File: src/pwm_stage_pkg.sv
package pwm_stage_pkg;

    localparam int CNT_W = 16;

    // Register byte addresses
    localparam logic [7:0] ADDR_CTRL   = 8'h00;
    localparam logic [7:0] ADDR_OCFG   = 8'h04;
    localparam logic [7:0] ADDR_BDT    = 8'h08;
    localparam logic [7:0] ADDR_IDLE   = 8'h0C;
    localparam logic [7:0] ADDR_CMP1   = 8'h10;
    localparam logic [7:0] ADDR_CMP2   = 8'h14;
    localparam logic [7:0] ADDR_RELOAD = 8'h18;
    localparam logic [7:0] ADDR_MODE   = 8'h1C;
    localparam logic [7:0] ADDR_COUNT  = 8'h20;

    // counter_control fields
    localparam int CTRL_DIR    = 4;
    localparam int CTRL_CMS_LO = 5;
    localparam int CTRL_CKD_LO = 8;

    // output_enable_polarity_config fields, four bits per channel
    localparam int OCFG_EN     = 0;
    localparam int OCFG_POL    = 1;
    localparam int OCFG_NEN    = 2;
    localparam int OCFG_NPOL   = 3;
    localparam int OCFG_STRIDE = 4;
    localparam int OCFG_W      = 8;

    // break_deadtime_config fields
    localparam int BDT_DTG_LO  = 0;
    localparam int BDT_LOCK_LO = 8;
    localparam int BDT_MOE     = 15;
    localparam logic [15:0] BDT_MASK  = 16'h83FF;
    localparam logic [15:0] BDT_RESET = 16'h8000;

    // Idle level bits: ch1 main, ch1 comp, ch2 main
    localparam int IDLE_CH1   = 0;
    localparam int IDLE_CH1N  = 1;
    localparam int IDLE_CH2   = 2;
    localparam int MODE_W     = 4;

    localparam logic [CNT_W-1:0] RELOAD_RESET = 16'hFFFF;

    // Dead time clock divider codes
    localparam logic [1:0] CKD_DIV1 = 2'h0;
    localparam logic [1:0] CKD_DIV2 = 2'h1;
    localparam logic [1:0] CKD_DIV4 = 2'h2;

    // Compare mode codes
    localparam logic [3:0] MODE_FROZEN  = 4'h0;
    localparam logic [3:0] MODE_SET     = 4'h1;
    localparam logic [3:0] MODE_CLEAR   = 4'h2;
    localparam logic [3:0] MODE_TOGGLE  = 4'h3;
    localparam logic [3:0] MODE_FORCE_L = 4'h4;
    localparam logic [3:0] MODE_FORCE_H = 4'h5;
    localparam logic [3:0] MODE_PWM1    = 4'h6;
    localparam logic [3:0] MODE_PWM2    = 4'h7;

    // Dead time length in dead time clock ticks
    function automatic logic [9:0] dt_length(input logic [7:0] code);
        logic [9:0] len;
        len = {2'h0, code};
        if (code[7:6] == 2'h2)
            len = {2'h0, 1'h1, code[5:0], 1'h0};
        else if (code[7:5] == 3'h6)
            len = {1'h0, 1'h1, code[4:0], 3'h0};
        else if (code[7:5] == 3'h7)
            len = {1'h1, code[4:0], 4'h0};
        return len;
    endfunction

endpackage

File: src/deadtime_gen.sv
`timescale 1ns/1ps
module deadtime_gen (
    // Clock, reset, enable
    input  wire logic       mclk,
    input  wire logic       rst_n,
    input  wire logic       clk_en,
    // Settings
    input  wire logic [7:0] dt_code,
    input  wire logic [1:0] clk_div,
    // Reference in, shaped pair out
    input  wire logic       ref_in,
    output logic            main_dt,
    output logic            comp_dt
);

    logic [1:0] div_q;
    logic [1:0] div_d;
    logic [1:0] div_last;
    logic       dts_tick;
    logic       ref_q;
    logic       ref_change;
    logic [9:0] cnt_q;
    logic [9:0] cnt_d;
    logic       cnt_zero;

    // Unsupported divider code runs undivided
    assign div_last   = (clk_div == pwm_stage_pkg::CKD_DIV2) ? 2'h1 :
                        (clk_div == pwm_stage_pkg::CKD_DIV4) ? 2'h3 : 2'h0;
    assign dts_tick   = (div_q == div_last);
    assign ref_change = (ref_in != ref_q);
    assign cnt_zero   = (cnt_q == 10'h000);
    // Prescaler restarts on every edge so each dead time is whole ticks
    assign div_d      = (ref_change || dts_tick) ? 2'h0 : div_q + 2'h1;
    assign cnt_d      = ref_change ? pwm_stage_pkg::dt_length(dt_code) :
                        (!cnt_zero && dts_tick) ? cnt_q - 10'h001 : cnt_q;

    // Only rising edges are delayed; falling edges pass at once
    assign main_dt = ref_q && cnt_zero;
    assign comp_dt = !ref_q && cnt_zero;

    always_ff @(posedge mclk)
    begin
        if (!rst_n)
        begin
            div_q <= 2'h0;
            ref_q <= 1'h0;
            cnt_q <= 10'h000;
        end
        else if (clk_en)
        begin
            div_q <= div_d;
            ref_q <= ref_in;
            cnt_q <= cnt_d;
        end
    end
endmodule

File: src/pwm_out_stage.sv
`timescale 1ns/1ps
module pwm_out_stage #(
    parameter int CHAN_COUNT = 2
) (
    // Clock, reset, enable
    input  wire logic        mclk,
    input  wire logic        rst_n,
    input  wire logic        clk_en,
    // Register port
    input  wire logic [7:0]  reg_addr,
    input  wire logic [31:0] reg_wdata,
    input  wire logic        reg_wr,
    input  wire logic        reg_rd,
    output logic      [31:0] reg_rdata,
    // Sync pin
    input  wire logic        sync_in,
    // Outputs
    output logic             ch1_main_out,
    output logic             ch1_comp_out,
    output logic             ch2_main_out,
    // Event pulses
    output logic             ch1_compare_flag,
    output logic             ch2_compare_flag,
    output logic             update_flag
);

    localparam int W = pwm_stage_pkg::CNT_W;
    localparam int MW = pwm_stage_pkg::MODE_W;
    localparam logic [7:0] DT_PROBE = 8'h02;

    // Software-visible registers
    logic [9:0]  ctrl_q;
    logic [7:0]  ocfg_q;
    logic [15:0] bdt_q;
    logic [2:0]  idle_q;
    logic [W-1:0] cmp_pre_q [2];
    logic [W-1:0] reload_pre_q;
    logic [2*MW-1:0] mode_pre_q;

    // Active copies, loaded on update or sync
    logic [W-1:0] cmp_act_q [2];
    logic [W-1:0] reload_act_q;
    logic [2*MW-1:0] mode_act_q;

    logic [W-1:0] cnt_q;
    logic [W-1:0] cnt_d;
    logic [1:0]  ref_q;
    logic [1:0]  ref_d;
    logic [1:0]  match;
    logic        sync_s1_q;
    logic        sync_s2_q;
    logic        sync_s3_q;

    logic        sync_rise;
    logic        at_top;
    logic        update_ev;
    logic        load_cfg;

    // Register decode
    logic        wr_ctrl;
    logic        wr_ocfg;
    logic        wr_bdt;
    logic        wr_idle;
    logic        wr_cmp1;
    logic        wr_cmp2;
    logic        wr_reload;
    logic        wr_mode;
    logic [31:0] rd_mux;

    assign wr_ctrl   = reg_wr && (reg_addr == pwm_stage_pkg::ADDR_CTRL);
    assign wr_ocfg   = reg_wr && (reg_addr == pwm_stage_pkg::ADDR_OCFG);
    assign wr_bdt    = reg_wr && (reg_addr == pwm_stage_pkg::ADDR_BDT);
    assign wr_idle   = reg_wr && (reg_addr == pwm_stage_pkg::ADDR_IDLE);
    assign wr_cmp1   = reg_wr && (reg_addr == pwm_stage_pkg::ADDR_CMP1);
    assign wr_cmp2   = reg_wr && (reg_addr == pwm_stage_pkg::ADDR_CMP2);
    assign wr_reload = reg_wr && (reg_addr == pwm_stage_pkg::ADDR_RELOAD);
    assign wr_mode   = reg_wr && (reg_addr == pwm_stage_pkg::ADDR_MODE);

    // Unmapped addresses read as zero
    assign rd_mux =
        (reg_addr == pwm_stage_pkg::ADDR_CTRL)   ? {22'h00_0000, ctrl_q} :
        (reg_addr == pwm_stage_pkg::ADDR_OCFG)   ? {24'h00_0000, ocfg_q} :
        (reg_addr == pwm_stage_pkg::ADDR_BDT)    ? {16'h0000, bdt_q} :
        (reg_addr == pwm_stage_pkg::ADDR_IDLE)   ? {29'h0000_0000, idle_q} :
        (reg_addr == pwm_stage_pkg::ADDR_CMP1)   ? {16'h0000, cmp_pre_q[0]} :
        (reg_addr == pwm_stage_pkg::ADDR_CMP2)   ? {16'h0000, cmp_pre_q[1]} :
        (reg_addr == pwm_stage_pkg::ADDR_RELOAD) ? {16'h0000, reload_pre_q} :
        (reg_addr == pwm_stage_pkg::ADDR_MODE)   ? {24'h00_0000, mode_pre_q} :
        (reg_addr == pwm_stage_pkg::ADDR_COUNT)  ? {16'h0000, cnt_q} : 32'h0000_0000;

    // Field views
    logic [1:0] deadtime_clock_divider;
    logic [7:0] dtg;
    logic       main_output_enable_flag;
    logic       en1;
    logic       pol1;
    logic       nen1;
    logic       npol1;
    logic       en2;
    logic       pol2;
    logic [1:0] ch1_sel;
    logic       ch2_present;

    assign deadtime_clock_divider   = ctrl_q[pwm_stage_pkg::CTRL_CKD_LO +: 2];
    assign dtg   = bdt_q[pwm_stage_pkg::BDT_DTG_LO +: 8];
    assign main_output_enable_flag   = bdt_q[pwm_stage_pkg::BDT_MOE];
    assign en1   = ocfg_q[pwm_stage_pkg::OCFG_EN];
    assign pol1  = ocfg_q[pwm_stage_pkg::OCFG_POL];
    assign nen1  = ocfg_q[pwm_stage_pkg::OCFG_NEN];
    assign npol1 = ocfg_q[pwm_stage_pkg::OCFG_NPOL];
    assign en2   = ocfg_q[pwm_stage_pkg::OCFG_STRIDE + pwm_stage_pkg::OCFG_EN];
    assign pol2  = ocfg_q[pwm_stage_pkg::OCFG_STRIDE + pwm_stage_pkg::OCFG_POL];
    assign ch1_sel = {nen1, en1};
    assign ch2_present = (CHAN_COUNT > 1);

    // Sync pin crossing and edge detect
    assign sync_rise = sync_s2_q && !sync_s3_q;

    // Up-counter only; the direction and centre fields are stored but unused
    assign at_top    = (cnt_q == reload_act_q);
    assign update_ev = at_top && !sync_rise;
    assign load_cfg  = update_ev || sync_rise;
    assign cnt_d     = (sync_rise || at_top) ? '0 : cnt_q + 16'h0001;

    always_ff @(posedge mclk)
    begin
        if (!rst_n)
        begin
            ctrl_q       <= '0;
            ocfg_q       <= '0;
            bdt_q        <= pwm_stage_pkg::BDT_RESET;
            idle_q       <= '0;
            cmp_pre_q[0] <= '0;
            cmp_pre_q[1] <= '0;
            reload_pre_q <= pwm_stage_pkg::RELOAD_RESET;
            mode_pre_q   <= '0;
        end
        else if (clk_en)
        begin
            if (wr_ctrl)
                ctrl_q <= reg_wdata[9:0];
            if (wr_ocfg)
                ocfg_q <= reg_wdata[pwm_stage_pkg::OCFG_W-1:0];
            if (wr_bdt)
                bdt_q <= reg_wdata[15:0] & pwm_stage_pkg::BDT_MASK;
            if (wr_idle)
                idle_q <= reg_wdata[2:0];
            if (wr_cmp1)
                cmp_pre_q[0] <= reg_wdata[W-1:0];
            if (wr_cmp2)
                cmp_pre_q[1] <= reg_wdata[W-1:0];
            if (wr_reload)
                reload_pre_q <= reg_wdata[W-1:0];
            if (wr_mode)
                mode_pre_q <= reg_wdata[2*MW-1:0];
        end
    end

    always_ff @(posedge mclk)
    begin
        if (!rst_n)
            reg_rdata <= '0;
        else if (clk_en)
            reg_rdata <= reg_rd ? rd_mux : 32'h0000_0000;
    end

    always_ff @(posedge mclk)
    begin
        if (!rst_n)
        begin
            sync_s1_q <= 1'h0;
            sync_s2_q <= 1'h0;
            sync_s3_q <= 1'h0;
        end
        else if (clk_en)
        begin
            sync_s1_q <= sync_in;
            sync_s2_q <= sync_s1_q;
            sync_s3_q <= sync_s2_q;
        end
    end

    always_ff @(posedge mclk)
    begin
        if (!rst_n)
        begin
            cnt_q        <= '0;
            cmp_act_q[0] <= '0;
            cmp_act_q[1] <= '0;
            reload_act_q <= pwm_stage_pkg::RELOAD_RESET;
            mode_act_q   <= '0;
        end
        else if (clk_en)
        begin
            cnt_q <= cnt_d;
            if (load_cfg)
            begin
                cmp_act_q    <= cmp_pre_q;
                reload_act_q <= reload_pre_q;
                mode_act_q   <= mode_pre_q;
            end
        end
    end

    // Reference per channel
    genvar gi;
    generate
        for (gi = 0; gi < 2; gi++)
        begin : g_ref
            logic [MW-1:0] mode;
            logic          below;
            assign mode      = mode_act_q[gi*MW +: MW];
            assign match[gi] = (cnt_q == cmp_act_q[gi]);
            assign below     = (cnt_q < cmp_act_q[gi]);
            // Combined and asymmetric codes are not modelled; the reference holds
            assign ref_d[gi] =
                (mode == pwm_stage_pkg::MODE_SET)     ? (match[gi] | ref_q[gi]) :
                (mode == pwm_stage_pkg::MODE_CLEAR)   ? (!match[gi] & ref_q[gi]) :
                (mode == pwm_stage_pkg::MODE_TOGGLE)  ? (match[gi] ^ ref_q[gi]) :
                (mode == pwm_stage_pkg::MODE_FORCE_L) ? 1'h0 :
                (mode == pwm_stage_pkg::MODE_FORCE_H) ? 1'h1 :
                (mode == pwm_stage_pkg::MODE_PWM1)    ? below :
                (mode == pwm_stage_pkg::MODE_PWM2)    ? !below : ref_q[gi];
        end
    endgenerate

    always_ff @(posedge mclk)
    begin
        if (!rst_n)
            ref_q <= '0;
        else if (clk_en)
            ref_q <= ref_d;
    end

    // Dead time shaping on channel 1
    logic dt_main;
    logic dt_comp;

    deadtime_gen u_deadtime (
        .mclk    (mclk),
        .rst_n   (rst_n),
        .clk_en  (clk_en),
        .dt_code (dtg),
        .clk_div (deadtime_clock_divider),
        .ref_in  (ref_q[0]),
        .main_dt (dt_main),
        .comp_dt (dt_comp)
    );

    // Output selection; main output enable flag gates every output
    logic main1_on;
    logic comp1_on;
    logic main1_sig;
    logic comp1_sig;
    logic ch1_main_d;
    logic ch1_comp_d;
    logic ch2_main_d;

    assign main1_on  = main_output_enable_flag && en1;
    assign comp1_on  = main_output_enable_flag && nen1;
    assign main1_sig = (ch1_sel == 2'h3) ? dt_main : ref_q[0];
    assign comp1_sig = (ch1_sel == 2'h3) ? dt_comp : ref_q[0];
    assign ch1_main_d = main1_on ? (main1_sig ^ pol1)
                                 : idle_q[pwm_stage_pkg::IDLE_CH1];
    assign ch1_comp_d = comp1_on ? (comp1_sig ^ npol1)
                                 : idle_q[pwm_stage_pkg::IDLE_CH1N];
    // Channel 2 enable bit low means the output follows its reference
    assign ch2_main_d = !ch2_present ? 1'h0 :
                        (main_output_enable_flag && !en2) ? (ref_q[1] ^ pol2)
                                      : idle_q[pwm_stage_pkg::IDLE_CH2];

    always_ff @(posedge mclk)
    begin
        if (!rst_n)
        begin
            ch1_main_out     <= 1'h0;
            ch1_comp_out     <= 1'h0;
            ch2_main_out     <= 1'h0;
            ch1_compare_flag <= 1'h0;
            ch2_compare_flag <= 1'h0;
            update_flag      <= 1'h0;
        end
        else if (clk_en)
        begin
            ch1_main_out     <= ch1_main_d;
            ch1_comp_out     <= ch1_comp_d;
            ch2_main_out     <= ch2_main_d;
            ch1_compare_flag <= match[0];
            ch2_compare_flag <= match[1] && ch2_present;
            update_flag      <= update_ev;
        end
        else
        begin
            // Pulses must not stretch while the clock enable is low
            ch1_compare_flag <= 1'h0;
            ch2_compare_flag <= 1'h0;
            update_flag      <= 1'h0;
        end
    end
endmodule

File: config.mk
export PLATFORM = sky130hd
export DESIGN_NAME = pwm_out_stage
export DESIGN_NICKNAME = d
export VERILOG_FILES = /design/src/pwm_stage_pkg.sv /design/src/deadtime_gen.sv /design/src/pwm_out_stage.sv
export SDC_FILE = /design/constraint.sdc
export NUM_CORES = 1
export LEC_CHECK = 0
export BUFFER_PORTS_ARGS = -buffer_cell sky130_fd_sc_hd__buf_2
export CELL_PAD_IN_SITES_DETAIL_PLACEMENT = 1
export CELL_PAD_IN_SITES_GLOBAL_PLACEMENT = 1
export CORE_MARGIN = 3
export CORE_UTILIZATION = 49
export DETAILED_ROUTE_END_ITERATION = 12
export GPL_ROUTABILITY_DRIVEN = 0
export PLACE_DENSITY_LB_ADDON = 0.3
export SYNTH_ARGS = -nofsm -noshare
export SYNTH_HDL_FRONTEND = slang
export SYNTH_SLANG_ARGS = --single-unit
File: constraint.sdc
create_clock -name mclk -period 8 [get_ports mclk]
set_input_delay 0.8 -clock mclk [delete_from_list [all_inputs] [get_ports mclk]]
set_output_delay 0.8 -clock mclk [all_outputs]
set_load 0.02 [all_outputs]
Yosys cells after proc, flatten, opt, wreduce, memory -nomap -nowiden
Cells that the tools add are included.
{"block": "word_totals", "regBits": 216, "latchBits": 0, "ram_bits": 0, "romBits": 0, "in_bits": 46, "output_inout_bits": 38, "word_cells": 159, "memories": 0}
{"block": "classes", "add_sub_neg": 3, "multipliers": 0, "div_mod_pow": 0, "magnitude_cmp": 2, "n_eq_ne": 33, "shift": 0, "muxes": 38, "bitwise_logic": 9, "reduce_logical": 46}
{"op": "$mux W16", "n": 11}
{"op": "$mux W10", "n": 5}
{"op": "$eq A16 B16 Y1", "n": 3}
{"op": "$eq A4 B3 Y1 const B", "n": 8}
{"op": "$eq A8 B5 Y1 const B", "n": 4}
{"op": "$lt A16 B16 Y1", "n": 2}
{"op": "$reduce_and A2 Y1", "n": 13}
{"op": "$mux W1", "n": 19}
{"op": "$add A16 B1 Y16 const B", "n": 1}
{"op": "$eq A4 B2 Y1 const B", "n": 4}
{"op": "$eq A8 B4 Y1 const B", "n": 2}
{"op": "$logic_and A1 B1 Y1", "n": 16}
{"op": "$reduce_bool A7 Y1", "n": 2}
{"op": "$logic_not A10 Y1", "n": 1}
{"op": "$sub A10 B1 Y10 const B", "n": 1}
{"op": "$logic_not A1 Y1", "n": 9}
{"op": "$eq A4 B1 Y1 const B", "n": 2}
{"op": "$eq A8 B3 Y1 const B", "n": 1}
{"op": "$eq A8 B6 Y1 const B", "n": 1}
{"op": "$logic_not A8 Y1", "n": 1}
{"op": "$eq A2 B2 Y1 const B", "n": 3}
{"op": "$eq A3 B3 Y1 const B", "n": 2}
{"op": "$mux W2", "n": 3}
{"op": "$xor A1 B1 Y1", "n": 5}
{"op": "8 further kinds", "n": 12}

Depth between registers and ports, before layout
Gate-level depths: netlist (run 1).
{"block": "depth", "depth_word": 11, "mapped_depth": 11, "depth_no_buf": 11}

Modules after synthesis
From an unflattened synthesis (run 1), not the netlist that was laid out.
{"block": "hier_totals", "cells_unflattened": 1306, "area_unflattened_um2": 10695.3}
{"mod": "pwm_out_stage", "instances": 1, "cells_each": 1164, "area_each_um2": 9618.0, "seq_area_each_um2": 3743.6}
{"mod": "deadtime_gen", "instances": 1, "cells_each": 142, "area_each_um2": 1077.3, "seq_area_each_um2": 260.2}

Worst setup path before layout (run 1)
Ideal clock, no wire load.
{"block": "synth_timing", "kind": "register -> register", "start": "register cnt_q[14]", "end": "register ref_q[1]", "setup_ns": 0.074, "t_arrival_ns": 2.493, "setup_slack_ns": 5.432, "stages_incl_launch_ff": 10, "n_path_buf": 0, "synth_period_minus_slack_ns": 2.568, "path_cell_list": "dfxtp_1 -> ha_1 -> nand4_1 -> nor4_1 -> nand4_1 -> ha_1 -> nand4b_1 -> a221o_1 -> or4_1 -> a31oi_1"}
{"block": "synth_via", "elab_chain_cells": 9, "word_cells_on_any_way": 14}
{"item": "from (decl)", "line_no": "pwm_out_stage.sv:45", "rtl": "logic [W-1:0] cnt_q;"}
{"item": "from (signal assigned)", "line_no": "pwm_out_stage.sv:195", "rtl": "cnt_q <= cnt_d;"}
{"item": "$lt A16 B16 Y1", "line_no": "pwm_out_stage.sv:214", "rtl": "assign below = (cnt_q < cmp_act_q[gi]);"}
{"item": "$logic_not A1 Y1", "line_no": "pwm_out_stage.sv:223", "rtl": "(mode == pwm_stage_pkg::MODE_PWM2) ? !below : ref_q[gi];"}
{"item": "$mux W1", "line_no": "pwm_out_stage.sv:223"}
{"item": "$mux W1", "line_no": "pwm_out_stage.sv:222", "rtl": "(mode == pwm_stage_pkg::MODE_PWM1) ? below :"}
{"item": "$mux W1", "line_no": "pwm_out_stage.sv:221", "rtl": "(mode == pwm_stage_pkg::MODE_FORCE_H) ? 1'h1 :"}
{"item": "$mux W1", "line_no": "pwm_out_stage.sv:220", "rtl": "(mode == pwm_stage_pkg::MODE_FORCE_L) ? 1'h0 :"}
{"item": "$mux W1", "line_no": "pwm_out_stage.sv:219", "rtl": "(mode == pwm_stage_pkg::MODE_TOGGLE) ? (match[gi] ^ ref_q[gi]) :"}
{"item": "$mux W1", "line_no": "pwm_out_stage.sv:218", "rtl": "(mode == pwm_stage_pkg::MODE_CLEAR) ? (!match[gi] & ref_q[gi]) :"}
{"item": "$mux W1 (*)", "line_no": "pwm_out_stage.sv:217", "rtl": "(mode == pwm_stage_pkg::MODE_SET) ? (match[gi] | ref_q[gi]) :"}
{"item": "to (signal assigned)", "line_no": "pwm_out_stage.sv:232", "rtl": "ref_q <= ref_d;"}
{"item": "to (decl)", "line_no": "pwm_out_stage.sv:47", "rtl": "logic [1:0] ref_q;"}
Every way passes the cells marked *; elsewhere a longest branch is shown, timed or not. The select of a mux whose other input is x is not followed.
A chain may end at the register's enable or synchronous reset.

Worst setup path after layout (run 1)
{"block": "layout_timing", "start": "register cnt_q[2]", "end": "register reload_act_q[3]"}
{"block": "layout_via", "elab_chain_cells": 4}
{"item": "$eq A16 B16 Y1", "line_no": "pwm_out_stage.sv:120", "rtl": "assign at_top = (cnt_q == reload_act_q);"}
{"item": "$logic_and A1 B1 Y1", "line_no": "pwm_out_stage.sv:121", "rtl": "assign update_ev = at_top && !sync_rise;"}
{"item": "$logic_or A1 B1 Y1", "line_no": "pwm_out_stage.sv:122", "rtl": "assign load_cfg = update_ev || sync_rise;"}
{"item": "$reduce_and A2 Y1 (no line)"}
{"item": "to (signal assigned)", "line_no": "pwm_out_stage.sv:190", "rtl": "reload_act_q <= pwm_stage_pkg::RELOAD_RESET;"}
{"item": "to (signal assigned)", "line_no": "pwm_out_stage.sv:199", "rtl": "reload_act_q <= reload_pre_q;"}
{"item": "to (decl)", "line_no": "pwm_out_stage.sv:42", "rtl": "logic [W-1:0] reload_act_q;"}
No other way between the ends.

==> results of run 1 <==
==> power groups by stage <==
stage	Sequential [uW]	Clock, uW	Combinational, uW
final	1050	879	324
after global routing	1050	934	361
after CTS	1050	888	321
after detailed placement	1070	0	317
after global placement	1070	0	307
after floorplan	1060	0	247
==> synthesized netlist by cell type (4+ instances only) <==
master     instances
a211oi_1           5
a21boi_0           6
a21o_1             9
a21oi_1           82
a21oi_2            4
a22o_1             9
a22oi_1           21
a2bb2oi_1         10
a32oi_1            6
a41oi_1            4
and2_1             7
and3_1             8
buf_1              6
buf_2             14
buf_4             22
clkbuf_1          52
dfxtp_1          200
ha_1              39
inv_1             57
mux2i_1          100
nand2_1          257
nand2b_1           9
nand3_1           34
nand3b_1          11
nand4_1           14
nor2_1           102
nor2b_1           15
nor3_1            19
nor4_1            10
o211ai_1          12
o21ai_0           33
o21ai_1            5
o22ai_1            6
or4_1              5
xnor2_1            9
xor2_1            28
==> worst paths after layout <==
kind / from / to / cells after the start
worst max register to register: cnt_q[2]$_SDFFE_PN0P_ / reload_act_q[3]$_SDFFE_PN1P_ / 6
worst min register to register: ctrl_q[7]$_SDFFE_PN0P_ / ctrl_q[7]$_SDFFE_PN0P_ / 2
worst min-delay path: ctrl_q[7]$_SDFFE_PN0P_ / ctrl_q[7]$_SDFFE_PN0P_ / 2
worst max-delay path: cnt_q[2]$_SDFFE_PN0P_ / reload_act_q[3]$_SDFFE_PN1P_ / 6
==> area by class of cell <==
| cell class | instances | share of cell area (%) |
|---|---|---|
| multi-input combinational | 943 | 51.3 |
| sequential | 200 | 35.6 |
| clock buffer | 18 | 3.81 |
| tap | 270 | 3.00 |
| timing repair buffer | 60 | 2.89 |
| inverter | 58 | 1.96 |
| clock inverter | 14 | 1.37 |
| antenna | 2 | 0.0445 |
==> worst max-delay path: cells and delay by family (launching register included) <==
| kind | cells | cell delay [ns] |
|---|---|---|
| buffers and inverters | 1 | 0.83 |
| AND/OR/NAND/NOR | 2 | 0.88 |
| AO/OA/AOI/OAI | 1 | 0.64 |
| multiplexers | 1 | 0.31 |
| XOR/XNOR | 1 | 0.15 |
| flip-flops | 1 | 0.66 |
==> routing by layer <==
layer	routed length (um)	vias to the layer above	global-route usage [%]
li1	-	4401	-
met1	14800	4674	39.7
met2	15100	328	44.8
met3	2480	60	4.84
met4	882	0	9.29
met5	0	-	0
==> cells by family (layout without fill, tap and decap cells) <==
| kind of cell | count (synthesis) | after routing | share of synthesized area (%) |
|---|---|---|---|
| AND/OR/NAND/NOR | 513 | 513 | 22.3 |
| other | 1 | 18 | 0.0360 |
| buffers and inverters | 156 | 150 | 6.81 |
| multiplexers | 101 | 101 | 9.71 |
| adder cells (fa/ha/maj) | 39 | 39 | 4.68 |
| flip-flops | 200 | 200 | 38.4 |
| XOR/XNOR | 37 | 37 | 3.11 |
| AO/OA/AOI/OAI | 237 | 237 | 14.9 |
==> registers in the layout, summed over array words and instances, names as in the netlist, 2 cells and up <==
register          cells
cmp_pre_q            32
idle_q                3
bdt_q                11
reload_act_q         16
mode_pre_q            8
ocfg_q                8
ref_q                 2
reload_pre_q         16
u_deadtime.div_q      2
cnt_q                16
ctrl_q               10
reg_rdata            16
mode_act_q            8
cmp_act_q            32
u_deadtime.cnt_q     10
==> through the flow <==
stage,std cells,utilization [%]
floorplan,1299,-
global placement,1531,51.9
detailed placement,1531,51.9
CTS,1563,54.7
global route,1563,54.7
finish,1565,54.7
==> results.tsv, run 1 <==
stage	metric	value	unit
status	outcome	finished, final reports clean	
detailed_routing	DRC	0	
place	placed standard-cell area	10700	sq um
clock_tree	clk slew on worst S/H paths	0.08	ns
detailed_routing	Routed WL	33.2	mm
min_path	Hold Crit Class	reg2reg	
worst_setup_path	Setup CP Type	reg2reg	
timing	Setup Skew	0.0118	ns
yosys	Syn Area/Cell	8.12	sq um
power_and_ir_drop	P_sw	662	uW
power_and_ir_drop	total power	2250	uW
cells_and_area	Multi-input gate area	5780	sq um
detailed_routing	Antenna Nets Post-Route	0	
die	floorplan core area	20600	sq um
clock_tree	clk sink count	200	
worst_setup_path	CP Cell Sequence	xor2_1 -> nor4_1 -> nand4_1 -> a21oi_4 -> buf_4 -> mux2i_1	
power_and_ir_drop	switching part of the total	29.5	%
cells_and_area	P&R area growth vs syn	7.98	%
worst_setup_path	max incr delay on CP	0.83	ns
power_and_ir_drop	Static Leak	0.00413	uW
clock_tree	total CTS buffers	17	
clock_tree	Clock Tree Root	clkbuf_16	
clock_tree	CTS Hold Buffers Added	0	
clock_tree	post-CTS resize count	0	
yosys	Post-synth EDFFs	0	
yosys	ranking of synthesized cells by area	dfxtp_1 (38%), mux2i_1 (9.6%), nand2_1 (9.3%)	
worst_setup_path	critical path required time	8.36	ns
die	die height	152	um
detailed_routing	drt pass-1 iters	5	
detailed_routing	vias per cell	6.05	
power_and_ir_drop	Sequential Power Share	46.5	%
clock_tree	TritonCTS clock tree	done	
timing	Rel. slew slack	21.7	%
yosys	sequential area share after synthesis	38.4	%
timing	Finish-stage setup viols	0	
yosys	Synth Register Bits	200	
timing	Worst-Margin Slew	1.17	ns
cells_and_area	Fill cells	2538	
worst_setup_path	worst-path fanout max	57	
worst_setup_path	critical path capture point type	flop	
place	post-DP HPWL	22.8	mm
clock_tree	Worst-Skew Late Latency	0.44	ns
yosys	Distinct cells, synth	77	
detailed_routing	WL per Instance	21.2	um
cells_and_area	register area	4000	sq um
timing	Hold Fails Final Rpt	0	
power_and_ir_drop	Logic pwr share	14.4	%
cells_and_area	commonest non-fill, non-tap cell in the layout	nand2_1	
detailed_routing	Vias	9463	
cells_and_area	layout cell share with drive strength beyond 1	8.43	%
power_and_ir_drop	Int Pwr	1590	uW
die	Ports	84	
timing	Fin Setup TNS	0	ns
clock_tree	H-tree Lvls	4	
timing	worst setup slack after layout	4.40	ns
clock_tree	clock buffer depth	2	
worst_setup_path	Critical-path top delay cell	buf_4	
die	die area	23100	sq um
yosys	Netlist Area Pre-Place	10400	sq um
worst_setup_path	worst reg2reg setup slack	4.40	ns
timing	fin crit period	3.60	ns
timing	worst hold slack	0.457	ns
global_routing	initial antenna violation count	0	
global_routing	pin count of the biggest net entering global routing	73	
detailed_routing	DR iter-0 viols	748	
global_routing	total gr overflow	0	
die	row cnt	52	
run	max-cap viol count	0	
cells_and_area	fin nets	1365	
yosys	top_reg_cell synth	dfxtp_1	
worst_setup_path	CP startpoint kind	flop	
yosys	Synth area leader	dfxtp_1	
global_routing	first-pass GRT wire length	52.8	mm
yosys	share of the synthesized area in the top cell type	38.4	%
power_and_ir_drop	VDD IR max	0.142	mV
clock_tree	Post-CTS Setup Repair Bufs	0	
timing	Tcrit/Tclk final	45.0	%
place	Setup Slack @ Placement	4.07	ns
timing	Max Freq	0.278	GHz
worst_setup_path	WP data arrival	3.96	ns
power_and_ir_drop	Clk pwr share	39.1	%
die	starting density of the core	50.7	%
cells_and_area	most frequent cells in the layout	nand2_1 (257), dfxtp_1 (200), nor2_1 (102)	
yosys	Ys Warns	0	
global_routing	Total GRT Usage	28.4	%
place	number of port buffers	51	
timing	final number of max-transition violations	0	
power_and_ir_drop	Power Dens Cells	200	nW/um^2
timing	RSZ-0062 raised after global routing	false	
global_routing	number of global-route vias before repair	9438	
die	Die X	152	um
cells_and_area	Design Area, Final	11300	sq um
yosys	Async SR Flop Fraction	0	%
yosys	synthesized instance count	1284	
(Power assumes the default switching activity.)
==> run 2: changes to the inputs <==
CORE_UTILIZATION = 41   (was 49)
clock period = 3 ns   (was 8 ns; I/O delays follow)
==> run 2 against run 1 <==
Final area is 4.3% higher. First-iteration DRC count is 11% lower. Sequential cell count stayed put. Routed wire length is 1.3% higher. Combinational power grew to 2.7 times the previous value. Sequential share of layout area is 1.4 points lower. Fmax is 29% higher. Global-route usage is 3.3 points lower. Register-to-register slack worse by 4.2 ns. Count of clock-buffer cells in the layout is 1 lower. Non-clock buffer count is 42 higher. Largest cell class unchanged. Largest power group unchanged. Clock skew is 0.00085 ns lower.
==> results.tsv, run 2 (synthesized netlist as in run 1, its figures left out) <==
stage	metric	value	unit	change
power_and_ir_drop	Power Dens Cells	516	nW/um^2	+160%
power_and_ir_drop	Static Leak	0.00438	uW	+5.9%
timing	final number of max-transition violations	0		unchanged
detailed_routing	Met2 Wirelength	15.0	mm	-0.63%
timing	Worst-Margin Slew	1.03	ns	-0.142 ns
die	row cnt	57		+9.6%
cells_and_area	most frequent cells in the layout	nand2_1 (257), dfxtp_1 (199), nor2_1 (102)		
global_routing	initial antenna violation count	0		unchanged
detailed_routing	Antenna Nets Post-Route	0		unchanged
clock_tree	Clock Tree Root	clkbuf_16		
detailed_routing	WL per Instance	20.3	um	-4.3%
global_routing	Total GRT Usage	25.1	%	-3.3 points
place	post-placement cell count	1626		+6.2%
timing	worst hold slack	0.114	ns	-0.343 ns
worst_setup_path	WP data arrival	3.15	ns	-0.81 ns
cells_and_area	P&R area growth vs syn	12.6	%	
global_routing	number of global-route vias before repair	9352		-0.91%
detailed_routing	Vias	9312		-1.6%
worst_setup_path	worst-path fanout max	6		-89%
status	outcome	finished, final reports clean		
die	Ports	84		unchanged
power_and_ir_drop	VDD IR max	0.377	mV	+170%
detailed_routing	M1 WL	16.0	mm	+8.0%
timing	Finish-stage setup viols	0		unchanged
global_routing	first-pass GRT wire length	52.9	mm	+0.25%
min_path	Hold Startpoint	sync_in		
timing	Tcrit/Tclk final	92.8	%	+48 points
detailed_routing	top layer in use	met4		
detailed_routing	met3 wire length	1.78	mm	-28%
timing	Rel. slew slack	31.0	%	+9.3 points
timing	Hold Fails Final Rpt	0		unchanged
worst_setup_path	Critical-path top delay cell	or4_1		
place	placed standard-cell area	11100	sq um	+4.0%
clock_tree	clock buffer depth	2		unchanged
global_routing	total gr overflow	0		unchanged
cells_and_area	Design Area, Final	11700	sq um	+4.3%
worst_setup_path	launch point of the worst path	cnt_q[11]$_SDFFE_PN0P_		
run	max-cap viol count	0		unchanged
detailed_routing	Routed WL	33.7	mm	+1.3%
clock_tree	H-tree Lvls	4		unchanged
worst_setup_path	CP startpoint kind	flop		
timing	Max Freq	0.359	GHz	+29%
timing	RSZ-0062 raised after global routing	false		
cells_and_area	Fill cells	3015		+19%
timing	Fin Setup TNS	0	ns	unchanged
cells_and_area	layout cell share with drive strength beyond 1	11.7	%	+3.3 points
worst_setup_path	CP Cell Sequence	ha_1 -> nand4_1 -> nor4_4 -> nand4_1 -> ha_1 -> nand4b_1 -> a221o_1 -> or4_1 -> a31oi_1		
detailed_routing	DR iter-0 viols	668		-11%
die	die height	165	um	+9.0%
worst_setup_path	Setup CP Type	reg2reg		
die	Die X	165	um	+9.0%
worst_setup_path	critical path capture point type	flop		
die	starting density of the core	42.2	%	-8.5 points
power_and_ir_drop	total power	6050	uW	+170%
cells_and_area	diodes inserted	0		-2
timing	fin crit period	2.79	ns	-0.818 ns
clock_tree	total CTS buffers	17		unchanged
place	post-DP HPWL	24.9	mm	+9.4%
global_routing	pin count of the biggest net entering global routing	80		+9.6%
place	number of port buffers	51		unchanged
worst_setup_path	max incr delay on CP	0.39	ns	-0.44 ns
cells_and_area	Largest regs	cmp_act_q (32), cmp_pre_q (32)		
clock_tree	clk sink count	200		unchanged
die	floorplan core area	24700	sq um	+20%
cells_and_area	commonest non-fill, non-tap cell in the layout	nand2_1		
clock_tree	clk slew on worst S/H paths	0.08	ns	about the same
min_path	Hold Crit Class	in2reg		
worst_setup_path	critical path required time	3.37	ns	-4.99 ns
clock_tree	Worst-Skew Late Latency	0.43	ns	about the same
cells_and_area	fin nets	1407		+3.1%
cells_and_area	fin cells	1658		+5.9%
timing	Setup Skew	0.0109	ns	-0.000855 ns
clock_tree	TritonCTS clock tree	done		
detailed_routing	vias per cell	5.62		-7.1%
detailed_routing	DRC	0		unchanged
worst_setup_path	reg-to-reg startpoint	cnt_q[11]$_SDFFE_PN0P_		
detailed_routing	drt pass-1 iters	5		unchanged
die	die area	27400	sq um	+19%
[run 2: what timing repair did]
| action | 4_1_cts | 5_1_grt |
|---|---|---|
| endpoints found under the setup margin | 0 | 2 |
| hold buffers | 0 | 0 |
| resized for setup | 0 | 6 |
| hold endpoints to repair | 0 | 0 |
| setup buffers | 0 | 1 |
[run 2: worst paths after layout]
path	end	slack, ns	cells past startpoint
max	ref_q[1]$_SDFFE_PN0P_	0.21	9
min	sync_s1_q$_SDFFE_PN0P_	0.11	3
max reg2reg	ref_q[1]$_SDFFE_PN0P_	0.21	9
min reg2reg	ctrl_q[3]$_SDFFE_PN0P_	0.46	2
[run 2: final cells by class]
| class | count | area [sq um] | share of cell area, % |
|---|---|---|---|
| clock inverters | 14 | 168 | 1.43 |
| multi-input cells | 943 | 5820 | 49.6 |
| well taps | 324 | 405 | 3.46 |
| repair buffers | 102 | 691 | 5.89 |
| clock buffers | 17 | 425 | 3.63 |
| inverters | 58 | 220 | 1.88 |
| flip-flops and latches | 200 | 4010 | 34.1 |
[run 2: power by group]
part,internal [uW],total (uW),switching (uW)
logic,342,879,537
clock network,1250,2370,1120
registers,2720,2800,80.6
total,4310,6050,1740
[run 2: worst max-delay path, delay by kind of cell, from the launching register on]
| kind | cells | cell delay, ns |
|---|---|---|
| compound gates | 2 | 0.45 |
| fa+ha+maj | 2 | 0.66 |
| flops | 1 | 0.38 |
| simple gates | 5 | 1.23 |
[run 2: per-stage QoR]
step,utilization (%),setup slack [ns]
floorplan,-,0.432
global placement,44.9,0.203
detailed placement,44.9,0.0891
CTS,47.3,0.0703
global route,47.5,0.00237
finish,47.5,0.215
[run 2: per-layer routing]
metal	GRT usage (%)	up-vias
met1	35.6	4536
met4	8.09	0
li1	-	4483
met5	0	-
met3	4.96	45
met2	38.3	248
==> run 3: changes to the inputs <==
==> constraint.sdc (replaced) <==
create_clock -name mclk -period 3 [get_ports mclk]
set_input_delay 0.6 -clock mclk [delete_from_list [all_inputs] [get_ports mclk]]
set_output_delay 0.6 -clock mclk [all_outputs]
set_load 0.02 [all_outputs]
==> run 3 against run 2 <==
Fmax is 0.97% lower. Worst setup slack worse by 0.027 ns. Non-clock buffer count is 7 higher. Routed wire length is 0.52% lower. Sequential power hardly changed. Cell count is 0.48% higher. Count of clock-buffer cells in the layout is 1 higher. Sequential share of layout area is 0.21 points lower. Sequential cell count stayed put. Utilization is 0.30 points higher. First-iteration DRC count is 13% lower. Largest cell class unchanged. Highest routed layer unchanged.
==> results.tsv, run 3 (synthesized netlist as in run 1, its figures left out) <==
stage	metric	value	unit	change
cells_and_area	most frequent cells in the layout	nand2_1 (257), dfxtp_1 (199), nor2_1 (102)		
cells_and_area	final core utilization	47.8	%	+0.30 points
worst_setup_path	CP top delay family	simple AND/OR/NAND/NOR gates		
global_routing	total gr overflow	0		unchanged
detailed_routing	vias per cell	5.65		+0.57%
clock_tree	TritonCTS clock tree	done		
global_routing	Total GRT Usage	24.9	%	-0.25 points
cells_and_area	diodes inserted	0		unchanged
timing	Max Freq	0.356	GHz	-0.97%
cells_and_area	fin nets	1414		+0.50%
detailed_routing	Vias	9410		+1.1%
global_routing	number of global-route vias before repair	9300		-0.56%
worst_setup_path	max incr delay on CP	0.40	ns	about the same
worst_setup_path	worst path bufs/invs	2		+2
timing	Fin Setup TNS	0	ns	unchanged
cells_and_area	commonest non-fill, non-tap cell in the layout	nand2_1		
timing	Setup Skew	0.0170	ns	+0.00606 ns
worst_setup_path	worst-path fanout max	3		-3
die	starting density of the core	42.2	%	unchanged
place	post-DP HPWL	24.0	mm	-3.8%
detailed_routing	DRC	0		unchanged
place	post-placement cell count	1632		+0.37%
clock_tree	Clock Tree Root	clkbuf_16		
timing	RSZ-0062 raised after global routing	false		
global_routing	first-pass GRT wire length	52.6	mm	-0.51%
power_and_ir_drop	total power	6050	uW	about the same
worst_setup_path	critical path capture point type	flop		
global_routing	initial antenna violation count	0		unchanged
place	number of port buffers	51		unchanged
timing	Rel. slew slack	34.6	%	+3.6 points
cells_and_area	register area	4010	sq um	unchanged
clock_tree	clock buffer depth	2		unchanged
detailed_routing	Routed WL	33.5	mm	-0.52%
worst_setup_path	CP Cell Sequence	inv_1 -> ha_1 -> nand4_1 -> nor4_2 -> buf_4 -> nand4_1 -> ha_1 -> nand4b_1 -> a221o_1 -> or4_1 -> a31oi_1		
worst_setup_path	CP startpoint kind	flop		
power_and_ir_drop	VDD IR max	0.373	mV	-1.2%
worst_setup_path	WP data arrival	3.18	ns	+0.03 ns
clock_tree	total CTS buffers	17		unchanged
detailed_routing	WL per Instance	20.1	um	-1.0%
cells_and_area	layout cell share with drive strength beyond 1	12.1	%	+0.38 points
global_routing	pin count of the biggest net entering global routing	125		+56%
clock_tree	clk sink count	200		unchanged
worst_setup_path	Setup CP Type	reg2reg		
clock_tree	clk slew on worst S/H paths	0.08	ns	about the same
cells_and_area	Fill cells	3015		unchanged
die	floorplan core area	24700	sq um	unchanged
status	outcome	finished, final reports clean		
worst_setup_path	critical path required time	3.37	ns	about the same
detailed_routing	DR iter-0 viols	584		-13%
die	die height	165	um	unchanged
timing	Tcrit/Tclk final	93.8	%	+0.91 points
run	max-cap viol count	0		unchanged
timing	Finish-stage setup viols	0		unchanged
die	row cnt	57		unchanged
timing	final number of max-transition violations	0		unchanged
cells_and_area	Largest regs	cmp_act_q (32), cmp_pre_q (32)		
clock_tree	Worst-Skew Late Latency	0.45	ns	+0.02 ns
cells_and_area	P&R area growth vs syn	13.3	%	
worst_setup_path	Critical-path top delay cell	or4_1		
cells_and_area	Multi-input gate area	5800	sq um	-0.37%
power_and_ir_drop	Static Leak	0.00442	uW	+1.0%
detailed_routing	drt pass-1 iters	7		+2
die	die area	27400	sq um	unchanged
power_and_ir_drop	Power Dens Cells	512	nW/um^2	-0.62%
die	Ports	84		unchanged
cells_and_area	fin cells	1666		+0.48%
timing	fin crit period	2.81	ns	+0.0272 ns
die	Die X	165	um	unchanged
clock_tree	H-tree Lvls	4		unchanged
detailed_routing	Antenna Nets Post-Route	0		unchanged
timing	Worst-Margin Slew	0.977	ns	-0.0507 ns
timing	Hold Fails Final Rpt	0		unchanged
min_path	Hold Crit Class	in2reg		
## run 3: cell count changes in the layout (fill, tap and decap cells not counted), sizes merged
| cell | delta |
|---|---|
| inv | +4 |
| clkbuf | +1 |
| buf | +7 |
| clkinv | -2 |
| clkinvlp | -1 |
| bufinv | -1 |
## run 3: per-stage QoR
stage / setup WS [ns] / hold WS [ns] / area [sq um]
floorplan: 0.432 / 0.427 / 10500
global placement: 0.201 / 0.438 / 11200
detailed placement: 0.0519 / 0.448 / 11200
CTS: 0.0356 / 0.390 / 11800
global route: 0.00970 / 0.420 / 11800
finish: 0.187 / 0.393 / 11800
## run 3: worst paths after layout
check | startpoint | end | slack (ns) | cells after the start
max | cmp_act_q[13]$_SDFFE_PN0P_ | ref_q[1]$_SDFFE_PN0P_ | 0.19 | 11
min | sync_in | sync_s1_q$_SDFFE_PN0P_ | 0.39 | 3
max reg2reg | cmp_act_q[13]$_SDFFE_PN0P_ | ref_q[1]$_SDFFE_PN0P_ | 0.19 | 11
min reg2reg | ctrl_q[4]$_SDFFE_PN0P_ | ctrl_q[4]$_SDFFE_PN0P_ | 0.46 | 2
## run 3: timing repair
| item | CTS | global route |
|---|---|---|
| hold buffers | 0 | 0 |
| setup buffers | 0 | 2 |
| resized for setup | 0 | 4 |
| setup endpoints to repair | 0 | 2 |
## run 3: final cells by class
| type | count | share of cell area [%] |
|---|---|---|
| Multi-Input combinational cell | 943 | 49.1 |
| Tap cell | 324 | 3.43 |
| Timing Repair Buffer | 109 | 6.72 |
| Sequential cell | 200 | 33.9 |
| Inverter | 58 | 1.87 |
| Clock inverter | 14 | 1.32 |
| Clock buffer | 18 | 3.64 |
## run 3: power breakdown
part / internal [uW] / switching, uW
combinational: 354 / 526
sequential: 2720 / 78.5
clock: 1190 / 1180
## run 3: routing by layer
metal	share of wire [%]	up-vias	GRT usage, %	wire length [um]
li1	-	4491	-	-
met1	49	4658	35.6	16300
met2	45	223	39.0	15100
met3	4.3	38	3.44	1440
met4	2.0	0	7.30	674
met5	0	-	0	0
## run 3: worst reg2reg max path, stage by stage, from the launching register on
cell      delay, ns
dfxtp_1        0.34
inv_1          0.05
ha_1           0.29
nand4_1        0.18
nor4_2         0.33
buf_4          0.16
nand4_1        0.13
ha_1           0.33
nand4b_1       0.09
a221o_1        0.29
or4_1          0.40
a31oi_1        0.16
